File: config.mk
export PLATFORM = sky130hd
export DESIGN_NAME = stc_calibrator
export DESIGN_NICKNAME = d
export VERILOG_FILES = /design/src/stc_pkg.sv /design/src/stc_accumulator.sv /design/src/stc_calibrator.sv
export SDC_FILE = /design/constraint.sdc
export NUM_CORES = 1
export LEC_CHECK = 0
export ABC_AREA = 1
export CAP_MARGIN = 20
export CELL_PAD_IN_SITES_DETAIL_PLACEMENT = 0
export CELL_PAD_IN_SITES_GLOBAL_PLACEMENT = 2
export CORE_AREA = 3 3 137 205
export CTS_CLUSTER_SIZE = 10
export DETAILED_ROUTE_END_ITERATION = 8
export DIE_AREA = 0 0 140 208
export DONT_BUFFER_PORTS = 1
export MAX_ROUTING_LAYER = met4
export PLACE_DENSITY_LB_ADDON = 0.1
export REMOVE_ABC_BUFFERS = 1
export SETUP_SLACK_MARGIN = 0.02
export SLEW_MARGIN = 10
export SYNTH_ARGS = -nofsm -noshare
export SYNTH_HDL_FRONTEND = slang
export SYNTH_SLANG_ARGS = --single-unit
export TNS_END_PERCENT = 20
File: constraint.sdc
create_clock -name ref_clk -period 2.75 [get_ports ref_clk]
set_clock_uncertainty 0.2 [all_clocks]
set_input_delay 0.275 -clock ref_clk [delete_from_list [all_inputs] [get_ports ref_clk]]
set_output_delay 0.275 -clock ref_clk [all_outputs]
set_load 0.01 [all_outputs]
File: src/stc_pkg.sv
/*
  Shared constants, field layout and decode helpers for the SYSREF timing
  calibration block. Assumes a single 125 MHz device-side clock domain and
  register indices that are four bytes apart on an APB bus.
*/
package stc_pkg;

  // ----------------------------------------
  // Register indices (byte address = 4 x index)
  // ----------------------------------------
  localparam logic [9:0] STC_IDX_ENABLE   = 10'h2b0;
  localparam logic [9:0] STC_IDX_CONFIG   = 10'h2b1;
  localparam logic [9:0] STC_IDX_STATUS   = 10'h2b2;
  localparam logic [9:0] STC_IDX_DELAY    = 10'h2b5;
  localparam logic [9:0] STC_IDX_INT_STAT = 10'h2b9;
  localparam logic [9:0] STC_IDX_INT_EN   = 10'h2ba;
  localparam logic [9:0] STC_IDX_INT_CLR  = 10'h2bb;

  // ----------------------------------------
  // Reset values and field positions
  // ----------------------------------------
  localparam logic [7:0]  STC_ENABLE_RST = 8'h00;
  localparam logic [7:0]  STC_CONFIG_RST = 8'h05;
  localparam logic [23:0] STC_DELAY_RST  = 24'h000000;
  localparam int          STC_EN_BIT     = 0;
  localparam int          STC_AVG_LSB    = 2;
  localparam int          STC_HDUR_LSB   = 0;
  localparam int          STC_DONE_BIT   = 17;
  localparam int          STC_INV_BIT    = 16;
  localparam int          STC_INT_DONE   = 0;
  localparam int          STC_INT_FAIL   = 1;

  // ----------------------------------------
  // Timing figures in device-clock cycles
  // ----------------------------------------
  localparam logic [15:0] STC_LIMIT_0    = 16'd85;
  localparam logic [15:0] STC_LIMIT_1    = 16'd1100;
  localparam logic [15:0] STC_LIMIT_2    = 16'd5200;
  localparam logic [15:0] STC_LIMIT_3    = 16'd21580;
  localparam logic [31:0] STC_BOUND_BASE = 32'd256 * 32'd19;
  localparam logic [8:0]  STC_POW4_BASE  = 9'h004;

  typedef enum logic [1:0] {
    STC_IDLE = 2'b00,
    STC_RUN  = 2'b01,
    STC_DONE = 2'b11,
    STC_FAIL = 2'b10
  } stc_state_t;

  // 4, 16, 64, 256 for codes 0..3 (averages and accumulation length)
  function automatic logic [8:0] stc_pow4(input logic [1:0] code);
    stc_pow4 = STC_POW4_BASE << {code, 1'b0};
  endfunction : stc_pow4

  function automatic logic [15:0] stc_limit(input logic [1:0] code);
    unique case (code)
      2'h0: stc_limit = STC_LIMIT_0;
      2'h1: stc_limit = STC_LIMIT_1;
      2'h2: stc_limit = STC_LIMIT_2;
      2'h3: stc_limit = STC_LIMIT_3;
    endcase
  endfunction : stc_limit

  function automatic logic [31:0] stc_bound(input logic [1:0] avg, input logic [1:0] hdur);
    logic [3:0] e;
    e = {2'h0, avg} + {2'h0, hdur} + 4'h2;
    stc_bound = STC_BOUND_BASE << {e, 1'b0};
  endfunction : stc_bound

endpackage : stc_pkg

File: src/stc_accumulator.sv
/*
  One high-speed accumulation: counts the cycles in which the synchronised
  timing reference is high over a window of 4, 16, 64 or 256 cycles.
  Assumes start_i is a one-cycle pulse from the same clock domain.
*/
`timescale 1ns/1ps
module stc_accumulator import stc_pkg::*; (
  input  wire logic       ref_clk,
  input  wire logic       rst_b,
  input  wire logic       start_i,
  input  wire logic [1:0] len_code_i,
  input  wire logic       sysref_i,
  output logic            done_o,
  output logic [8:0]      hits_o
);

  typedef struct packed {
    logic       busy;
    logic [8:0] cyc;
    logic [8:0] hits;
    logic       done;
    logic [8:0] result;
  } stc_acc_t;

  stc_acc_t s_q;
  stc_acc_t s_d;
  logic [8:0] last_cyc;

  // ----------------------------------------
  // Window counter
  // ----------------------------------------
  always_comb begin
    s_d = s_q;
    last_cyc = stc_pow4(len_code_i) - 9'h001;
    s_d.done = 1'b0;
    if (start_i) begin
      s_d.busy = 1'b1;
      s_d.cyc  = '0;
      s_d.hits = '0;
    end else if (s_q.busy) begin
      s_d.hits = s_q.hits + {8'h00, sysref_i};
      s_d.cyc  = s_q.cyc + 9'h001;
      if (s_q.cyc == last_cyc) begin
        s_d.busy   = 1'b0;
        s_d.done   = 1'b1;
        s_d.result = s_q.hits + {8'h00, sysref_i};
      end
    end
  end

  always_ff @(posedge ref_clk) begin
    if (!rst_b) begin
      s_q <= '0;
    end else begin
      s_q <= s_d;
    end
  end

  assign done_o = s_q.done;
  assign hits_o = s_q.result;

  a_window_length: assert property (@(posedge ref_clk) disable iff (!rst_b)
    done_o |-> $past(s_q.cyc) == stc_pow4(len_code_i) - 9'h001)
    else $error("Accumulation window length wrong");

endmodule : stc_accumulator

File: src/stc_calibrator.sv
/*
  SYSREF timing calibration engine with its APB register file: enable,
  configuration, status, manual aperture delay and interrupt registers.
  Assumes an APB master on ref_clk and a SYSREF pin from outside the domain.
*/
// Function
// Averaging code selects 4/16/64/256 averages
// Length code selects 4/16/64/256 cycle windows
// Period above code limit fails the calibration
// Sequence ends within the documented cycle bound
// Complete flag only while enabled and finished
// Status low bits hold computed delay
// Status is read-only 24 bits, top reserved
// Manual delay register read-write, reset zero
// Enable rising edge starts calibration
// Enabled: automatic delay; disabled: manual delay
// Software configures first, converter calibration idle
// Manual bit 16 inverts the device clock
// Finished result drives the effective delay
`timescale 1ns/1ps
module stc_calibrator import stc_pkg::*; (
  input  wire logic        ref_clk,
  input  wire logic        rst_b,
  input  wire logic        psel,
  input  wire logic        penable,
  input  wire logic        pwrite,
  input  wire logic [11:0] paddr,
  input  wire logic [31:0] pwdata,
  output logic      [31:0] prdata,
  output logic             pready,
  output logic             pslverr,
  input  wire logic        sysref_pin,
  output logic      [16:0] aperture_delay_setting,
  output logic             invert_device_clock,
  output logic             calibration_complete,
  output logic             irq
);

  typedef struct packed {
    logic       pready;
    logic       pslverr;
    logic [31:0] prdata;
    logic [7:0] enable;
    logic       enable_prev;
    logic [7:0] cal_config;
    logic [23:0] delay_reg;
    logic [1:0] int_stat;
    logic [1:0] int_en;
    logic       irq;
    logic       sync1;
    logic       sync2;
    logic       sr_prev;
    stc_state_t state;
    logic [1:0] avg_code;
    logic [1:0] len_code;
    logic [8:0] avg_cnt;
    logic [16:0] sum;
    logic [16:0] result;
    logic [15:0] per_cnt;
    logic       acc_start;
    logic [16:0] delay_out;
    logic       invert;
    logic       complete;
  } stc_regs_t;

  stc_regs_t  r_q;
  stc_regs_t  r_d;
  logic       acc_done;
  logic [8:0] acc_hits;
  logic [9:0] idx;
  logic       hit;
  logic       wr_end;
  logic [1:0] clr;
  logic [1:0] events;
  logic [16:0] new_sum;

  // Unmapped indices answer with an error and take no write
  function automatic logic stc_mapped(input logic [9:0] i);
    stc_mapped = (i == STC_IDX_ENABLE) || (i == STC_IDX_CONFIG) ||
                 (i == STC_IDX_STATUS) || (i == STC_IDX_DELAY) ||
                 (i == STC_IDX_INT_STAT) || (i == STC_IDX_INT_EN) ||
                 (i == STC_IDX_INT_CLR);
  endfunction : stc_mapped

  stc_accumulator u_acc (
    .ref_clk    (ref_clk),
    .rst_b      (rst_b),
    .start_i    (r_q.acc_start),
    .len_code_i (r_q.len_code),
    .sysref_i   (r_q.sync2),
    .done_o     (acc_done),
    .hits_o     (acc_hits)
  );

  // ----------------------------------------
  // Next-state logic
  // ----------------------------------------
  always_comb begin
    r_d = r_q;
    idx = paddr[11:2];
    hit = stc_mapped(idx);
    wr_end = psel && penable && r_q.pready && pwrite && hit;
    clr = '0;
    events = '0;
    new_sum = r_q.sum + {8'h00, acc_hits};

    // Pin synchroniser; only sync2 feeds logic
    r_d.sync1 = sysref_pin;
    r_d.sync2 = r_q.sync1;
    r_d.sr_prev = r_q.sync2;

    // APB: answer in the first cycle of the access phase, no wait states
    r_d.pready = 1'b0;
    if (psel && !penable) begin
      r_d.pready  = 1'b1;
      r_d.pslverr = !hit;
      r_d.prdata  = '0;
      if (idx == STC_IDX_ENABLE) begin
        r_d.prdata = {24'h000000, r_q.enable};
      end else if (idx == STC_IDX_CONFIG) begin
        r_d.prdata = {24'h000000, r_q.cal_config};
      end else if (idx == STC_IDX_STATUS) begin
        r_d.prdata = {8'h00, 6'h00, r_q.complete, r_q.result};
      end else if (idx == STC_IDX_DELAY) begin
        r_d.prdata = {8'h00, r_q.delay_reg};
      end else if (idx == STC_IDX_INT_STAT) begin
        r_d.prdata = {30'h00000000, r_q.int_stat};
      end else if (idx == STC_IDX_INT_EN) begin
        r_d.prdata = {30'h00000000, r_q.int_en};
      end
    end

    // Register writes; the status index takes no write
    if (wr_end) begin
      if (idx == STC_IDX_ENABLE) begin
        r_d.enable = pwdata[7:0];
      end else if (idx == STC_IDX_CONFIG) begin
        r_d.cal_config = pwdata[7:0];
      end else if (idx == STC_IDX_DELAY) begin
        r_d.delay_reg = pwdata[23:0];
      end else if (idx == STC_IDX_INT_EN) begin
        r_d.int_en = pwdata[1:0];
      end else if (idx == STC_IDX_INT_CLR) begin
        clr = pwdata[1:0];
      end
    end

    // ----------------------------------------
    // Calibration sequencer
    // ----------------------------------------
    r_d.enable_prev = r_q.enable[STC_EN_BIT];
    r_d.acc_start = 1'b0;
    // Saturate so a missing reference cannot wrap back under the limit
    if (r_q.sync2 && !r_q.sr_prev) begin
      r_d.per_cnt = '0;
    end else if (r_q.per_cnt != 16'hffff) begin
      r_d.per_cnt = r_q.per_cnt + 16'h0001;
    end

    if (!r_q.enable[STC_EN_BIT]) begin
      r_d.state = STC_IDLE;
    end else if (!r_q.enable_prev) begin
      // Config is latched here, so later writes cannot upset a run
      r_d.state     = STC_RUN;
      r_d.avg_code  = r_q.cal_config[STC_AVG_LSB +: 2];
      r_d.len_code  = r_q.cal_config[STC_HDUR_LSB +: 2];
      r_d.avg_cnt   = '0;
      r_d.sum       = '0;
      r_d.per_cnt   = '0;
      r_d.acc_start = 1'b1;
    end else begin
      unique case (r_q.state)
        STC_IDLE: begin
        end
        STC_RUN: begin
          if (r_q.per_cnt > stc_limit(r_q.len_code)) begin
            r_d.state = STC_FAIL;
            events[STC_INT_FAIL] = 1'b1;
          end else if (acc_done) begin
            r_d.sum     = new_sum;
            r_d.avg_cnt = r_q.avg_cnt + 9'h001;
            if (r_q.avg_cnt + 9'h001 == stc_pow4(r_q.avg_code)) begin
              r_d.state  = STC_DONE;
              r_d.result = new_sum;
              events[STC_INT_DONE] = 1'b1;
            end else begin
              r_d.acc_start = 1'b1;
            end
          end
        end
        STC_DONE: begin
        end
        STC_FAIL: begin
        end
      endcase
    end

    r_d.complete = r_q.enable[STC_EN_BIT] && (r_d.state == STC_DONE);

    // ----------------------------------------
    // Effective delay
    // ----------------------------------------
    // Mid-run the output holds; manual writes are ignored while enabled
    if (!r_q.enable[STC_EN_BIT]) begin
      r_d.delay_out = r_q.delay_reg[16:0];
    end else if (r_q.state == STC_DONE) begin
      r_d.delay_out = r_q.result;
    end
    r_d.invert = r_d.delay_out[STC_INV_BIT];

    // Set wins over a clear in the same cycle
    r_d.int_stat = (r_q.int_stat & ~clr) | events;
    r_d.irq = |(r_d.int_stat & r_q.int_en);
  end

  always_ff @(posedge ref_clk) begin
    if (!rst_b) begin
      r_q           <= '0;
      r_q.state     <= STC_IDLE;
      r_q.enable    <= STC_ENABLE_RST;
      r_q.cal_config <= STC_CONFIG_RST;
      r_q.delay_reg <= STC_DELAY_RST;
    end else begin
      r_q <= r_d;
    end
  end

  assign prdata                 = r_q.prdata;
  assign pready                 = r_q.pready;
  assign pslverr                = r_q.pslverr;
  assign aperture_delay_setting = r_q.delay_out;
  assign invert_device_clock    = r_q.invert;
  assign calibration_complete   = r_q.complete;
  assign irq                    = r_q.irq;

  // ----------------------------------------
  // Checks
  // ----------------------------------------
  logic [31:0] run_cycles_q;
  always_ff @(posedge ref_clk) begin
    if (!rst_b || r_q.state != STC_RUN) begin
      run_cycles_q <= '0;
    end else begin
      run_cycles_q <= run_cycles_q + 32'h00000001;
    end
  end

  a_avg_count: assert property (@(posedge ref_clk) disable iff (!rst_b)
    $rose(r_q.state == STC_DONE) |-> r_q.avg_cnt == stc_pow4(r_q.avg_code))
    else $error("Average count differs from selection");
  a_period_fail: assert property (@(posedge ref_clk) disable iff (!rst_b)
    (r_q.state == STC_RUN && r_q.enable_prev && r_q.enable[STC_EN_BIT] &&
     r_q.per_cnt > stc_limit(r_q.len_code)) |=> r_q.state == STC_FAIL)
    else $error("Overlong reference period not failed");
  a_cal_bound: assert property (@(posedge ref_clk) disable iff (!rst_b)
    r_q.state == STC_RUN |-> run_cycles_q < stc_bound(r_q.avg_code, r_q.len_code))
    else $error("Calibration exceeded its cycle bound");
  a_done_flag: assert property (@(posedge ref_clk) disable iff (!rst_b)
    r_q.complete |-> r_q.enable_prev && r_q.state == STC_DONE)
    else $error("Complete flag without enabled finished run");
  a_result_hold: assert property (@(posedge ref_clk) disable iff (!rst_b)
    (r_q.state == STC_DONE) ##1 (r_q.state == STC_DONE) |-> $stable(r_q.result))
    else $error("Result changed after completion");
  a_status_ro: assert property (@(posedge ref_clk) disable iff (!rst_b)
    (psel && !penable && !pwrite && paddr[11:2] == STC_IDX_STATUS) |=>
      pready && prdata[31:18] == 14'h0000)
    else $error("Status reserved bits not zero");
  a_delay_write: assert property (@(posedge ref_clk) disable iff (!rst_b)
    (psel && penable && pready && pwrite && paddr[11:2] == STC_IDX_DELAY) |=>
      r_q.delay_reg == $past(pwdata[23:0]))
    else $error("Manual delay write lost");
  a_start_rise: assert property (@(posedge ref_clk) disable iff (!rst_b)
    r_q.enable[STC_EN_BIT] && !r_q.enable_prev |=> r_q.state == STC_RUN ##1 r_q.acc_start == 1'b0)
    else $error("Enable edge did not start calibration");
  a_manual_path: assert property (@(posedge ref_clk) disable iff (!rst_b)
    !r_q.enable[STC_EN_BIT] |=> aperture_delay_setting == $past(r_q.delay_reg[16:0]))
    else $error("Manual delay not applied");
  a_invert_clk: assert property (@(posedge ref_clk) disable iff (!rst_b)
    !r_q.enable[STC_EN_BIT] ##1 !r_q.enable[STC_EN_BIT] |->
      invert_device_clock == $past(r_q.delay_reg[STC_INV_BIT]))
    else $error("Clock inversion not applied");
  a_auto_path: assert property (@(posedge ref_clk) disable iff (!rst_b)
    r_q.enable[STC_EN_BIT] && r_q.state == STC_DONE |=> aperture_delay_setting == $past(r_q.result))
    else $error("Computed delay not applied");

  // Guards on manual and config writes, flag drop, sticky failure and computed inversion
  a_ignore_manual: assert property (@(posedge ref_clk) disable iff (!rst_b)
    r_q.enable[STC_EN_BIT] && r_q.state != STC_DONE |=> $stable(aperture_delay_setting))
    else $error("Manual delay leaked into a run");
  a_complete_drop: assert property (@(posedge ref_clk) disable iff (!rst_b)
    !r_q.enable[STC_EN_BIT] |=> !calibration_complete)
    else $error("Complete flag outlived the enable");
  a_config_latch: assert property (@(posedge ref_clk) disable iff (!rst_b)
    r_q.state == STC_RUN ##1 r_q.state == STC_RUN |->
      $stable(r_q.avg_code) && $stable(r_q.len_code))
    else $error("Configuration changed during a run");
  a_fail_sticky: assert property (@(posedge ref_clk) disable iff (!rst_b)
    r_q.state == STC_FAIL && r_q.enable[STC_EN_BIT] |=> r_q.state == STC_FAIL)
    else $error("Failed calibration did not stay failed");
  a_auto_invert: assert property (@(posedge ref_clk) disable iff (!rst_b)
    r_q.enable[STC_EN_BIT] && r_q.state == STC_DONE |=>
      invert_device_clock == $past(r_q.result[STC_INV_BIT]))
    else $error("Computed inversion not applied");

endmodule : stc_calibrator

==> results.py <==
metrics = {
    "floorplan": {
        "io_pins": 104,
        "die_w_um": 140,
        "die_h_um": 208,
        "initial_utilization_pct": 35.9,
        "design.core.area_um2": 26500,
        "die_area_um2": 29100,
        "rows": 73,
    },
    "synth": {
        "synth.yosys.warnings": 0,
        "seq_area_frac_synth_pct": 39.6,
        "post_synth_inst_count": 1338,
        "synth-main-ff-cell": "sky130_fd_sc_hd__dfxtp_1",
        "synth_async_sr_flop_share_pct": 0,
        "synth_edf_count": 0,
        "netlist-cell-type-count": 47,
        "synth_area_um2": 9500,
        "synth_register_bits": 188,
        "syn-mean-instance-area_um2": 7.10,
    },
    "cts": {
        "worst_skew_pair.late_latency_ns": 0.45,
        "clock_tree.buffer_depth": 2,
        "cts_tree": "built",
        "clkSinkCount": 188,
        "cts_setup_buffers": 0,
        "numCtsBuffers": 17,
        "ctsHtreeMaxLevel": 4,
        "cts-root-buf": "sky130_fd_sc_hd__clkbuf_16",
        "clk_pin_slew_ns": 0.07,
    },
    "grt": {
        "antenna_found_initial": 1,
        "global_route_usage_over_all_layers_pct": 20.0,
        "grt-ovfl-total": 0,
        "grt_start_max_net_pins": 81,
        "first_global_vias": 8275,
        "grt_pass1_wl_um": 45000,
    },
    "critical_path": {
        "slowest_stage": "sky130_fd_sc_hd__dfxtp_1",
        "critPathKind": "reg -> reg",
        "startpoint_of_the_lowest_slack_register_to_register_path": "r_q[80]",
        "timing.critical_path.to_type": "flip-flop",
        "worst-endpoint-arrival_ns": 2.69,
        "timing.critical_path.mode_cell": "sky130_fd_sc_hd__nand2_1",
        "worstPathCellList": "inv_1 > nand2_1 > inv_1 > ha_1 > nand2_1 > nor3_1 > nand3_1 > nand2_1 > buf_4 > nand3_1 > nor2_4 > buf_12 > nand2_1 > nand2_1 > nor2_1",
        "worst_path_largest_cell_delay_ns": 0.40,
        "start_kind": "flip-flop",
        "worst-endpoint-required_ns": 2.90,
        "cp_max_fo": 24,
        "setup.worst_path.start": "r_q[80]",
    },
    "finish": {
        "layout.cells.most_common": "sky130_fd_sc_hd__nand2_1",
        "drive_above_1_share_pct": 7.41,
        "final_nets": 1396,
        "multi_input_logic_area_um2": 4720,
        "n_fill_cell": 2926,
        "commonest_cells_after_routing_fill_and_taps_aside": "328 x sky130_fd_sc_hd__nand2_1, 188 x sky130_fd_sc_hd__dfxtp_1, 125 x sky130_fd_sc_hd__nor2_1, 122 x sky130_fd_sc_hd__a21oi_1, 115 x sky130_fd_sc_hd__inv_1",
        "area_growth_syn_to_layout_pct": 10.5,
        "area.sequential_um2": 3760,
    },
    "timing": {
        "maxSlewHeadroom_pct": 34.1,
        "highest_clock_frequency_the_design_can_meet_mhz": 394,
        "grt_setup_unrepaired": "yes",
        "hold_viol": 0,
        "max_slew.worst_pin.slew_ns": 0.988,
        "fin_crit_ns": 2.54,
        "timing.final.ws_setup_ns": 0.211,
        "finalCritPeriodShare_pct": 92.3,
        "fin_tns_setup_ns": 0,
        "report.final.slew_viol_count": 0,
        "setup_violations": 0,
    },
    "power_and_ir_drop": {
        "design_power_total_mw": 5.40,
        "vdd_drop_max_v": 0.000404,
        "power.density_cell_area_nw_per_um2": 514,
        "p_leak_nw": 4.25,
    },
    "routing": {
        "first_iter_violations": 364,
        "via_count": 8303,
        "ant_nets": 0,
        "route.detailed.wl_per_inst_um": 16.8,
        "routed_wl_um": 28100,
        "drt_pass1_iterations": 5,
        "post-route-drc-count": 0,
        "routed_via_density": 4.96,
    },
    "placement": {
        "dpl.hpwl_um": 19400,
        "pre_cts_setup_slack_ns": 0.148,
        "port-buffer-count": 0,
        "gpl.final_weighted_congestion": 0.797,
    },
    "run": {
        "max_cap_viol_count": 0,
    },
    "run_status": {
        "run_status": "completed",
    },
    "worst_hold_path": {
        "timing.hold.worst.start": "paddr[7]",
        "worst_hold_path_type": "in -> reg",
    },
}
## flip-flops by register name, indices dropped and copies added (netlist names), 3 cells and up
name                    count
aperture_delay_setting     17
prdata                     24
r_d                         3
r_q                       111
u_acc.hits_o                9
u_acc.s_q                  19
## cell usage after synthesis (2+ instances only)
master                     count  share of area [%]
sky130_fd_sc_hd__a211oi_1      3               0.24
sky130_fd_sc_hd__a21oi_1     122                6.4
sky130_fd_sc_hd__a31oi_1      18                1.2
sky130_fd_sc_hd__a32o_1        8               0.84
sky130_fd_sc_hd__a41oi_1       5               0.46
sky130_fd_sc_hd__buf_1         2              0.079
sky130_fd_sc_hd__buf_2        10               0.53
sky130_fd_sc_hd__buf_4        51                4.0
sky130_fd_sc_hd__buf_6         3               0.36
sky130_fd_sc_hd__clkbuf_1     32                1.3
sky130_fd_sc_hd__clkinv_1      3               0.12
sky130_fd_sc_hd__dfxtp_1     188                 40
sky130_fd_sc_hd__ha_1         21                2.8
sky130_fd_sc_hd__inv_1       115                4.5
sky130_fd_sc_hd__inv_2         5               0.20
sky130_fd_sc_hd__nand2_1     328                 13
sky130_fd_sc_hd__nand2_2       5               0.33
sky130_fd_sc_hd__nand2_4       3               0.36
sky130_fd_sc_hd__nand3_1     103                5.4
sky130_fd_sc_hd__nand3_2       2               0.21
sky130_fd_sc_hd__nand3b_1      5               0.40
sky130_fd_sc_hd__nand4_1      17                1.1
sky130_fd_sc_hd__nor2_1      126                5.0
sky130_fd_sc_hd__nor2_2        5               0.33
sky130_fd_sc_hd__nor2_4        7               0.83
sky130_fd_sc_hd__nor2_8        2               0.42
sky130_fd_sc_hd__nor3_1       18               0.95
sky130_fd_sc_hd__nor3_2        2               0.21
sky130_fd_sc_hd__nor4_1        3               0.20
sky130_fd_sc_hd__o211a_1       7               0.74
sky130_fd_sc_hd__o211ai_1      5               0.40
sky130_fd_sc_hd__o21ai_0      72                3.8
sky130_fd_sc_hd__o21ai_1       5               0.26
sky130_fd_sc_hd__o21bai_1      2               0.16
sky130_fd_sc_hd__or2_2         5               0.33
sky130_fd_sc_hd__xnor2_1       4               0.37
sky130_fd_sc_hd__xor2_1       16                1.5
## path summary, 6_finish.rpt
kind                            endpoint  slack, ns  depth (start not counted)
worst min register to register   r_d[85]       0.22                          2
worst min-delay path            r_q[129]       0.05                          4
worst max-delay path             r_q[41]       0.21                         15
worst max register to register   r_q[41]       0.21                         15
## layout make-up
type	instances	share of cell area [%]
Multi-Input combinational cell	936	45.0
Clock inverter	10	1.01
Timing Repair Buffer	58	5.34
Clock buffer	21	4.38
Sequential cell	188	35.8
Antenna cell	1	0.0238
Inverter	123	4.40
Tap cell	337	4.02
## worst max-delay path: cells and delay by family (launching register included)
family	cells	cell delay (ns)
and+or+nand+nor	10	1.01
DFF	1	0.40
adders and majority gates	1	0.29
buffers and inverters	4	0.53
## timing repair
action                                  in CTS  in global routing
hold buffers                                33                  0
hold endpoints to repair                   111                  0
resized for setup                            0                  2
endpoints found under the setup margin       0                 30
## routing by layer
metal  global-route usage (%)  vias to the layer above  part of all wire (%)
met1                     23.2                     3837                    43
met4                     5.52                        0                   2.0
met2                     34.9                      122                    52
li1                         -                     4312                     -
met5                        -                        -                     0
met3                     4.32                       32                   3.6
## power by group
group	internal, mW	switching (mW)	total [mW]
Sequential	2.73	0.0136	2.75
Combinational	0.0636	0.126	0.190
Clock	1.31	1.15	2.46
## kinds of logic after synthesis
family	share of synthesized area, %
flip-flops	39.6
AND/OR/NAND/NOR	29.4
XOR/XNOR	1.84
other	0.0395
AO/OA/AOI/OAI	15.1
buffers and inverters	11.1
adder cells (fa/ha/maj)	2.98
## per-stage QoR
step                std cells  hold WS [ns]  cell area (µm²)  util, %
floorplan                1247         0.159             8930        -
global placement         1609         0.178             9580     36.2
detailed placement       1609         0.178             9580     36.2
CTS                      1673        0.0234            10500     39.6
global route             1674        0.0615            10500     39.6
finish                   1674        0.0454            10500     39.6
Power figures use the tool's default switching activity.
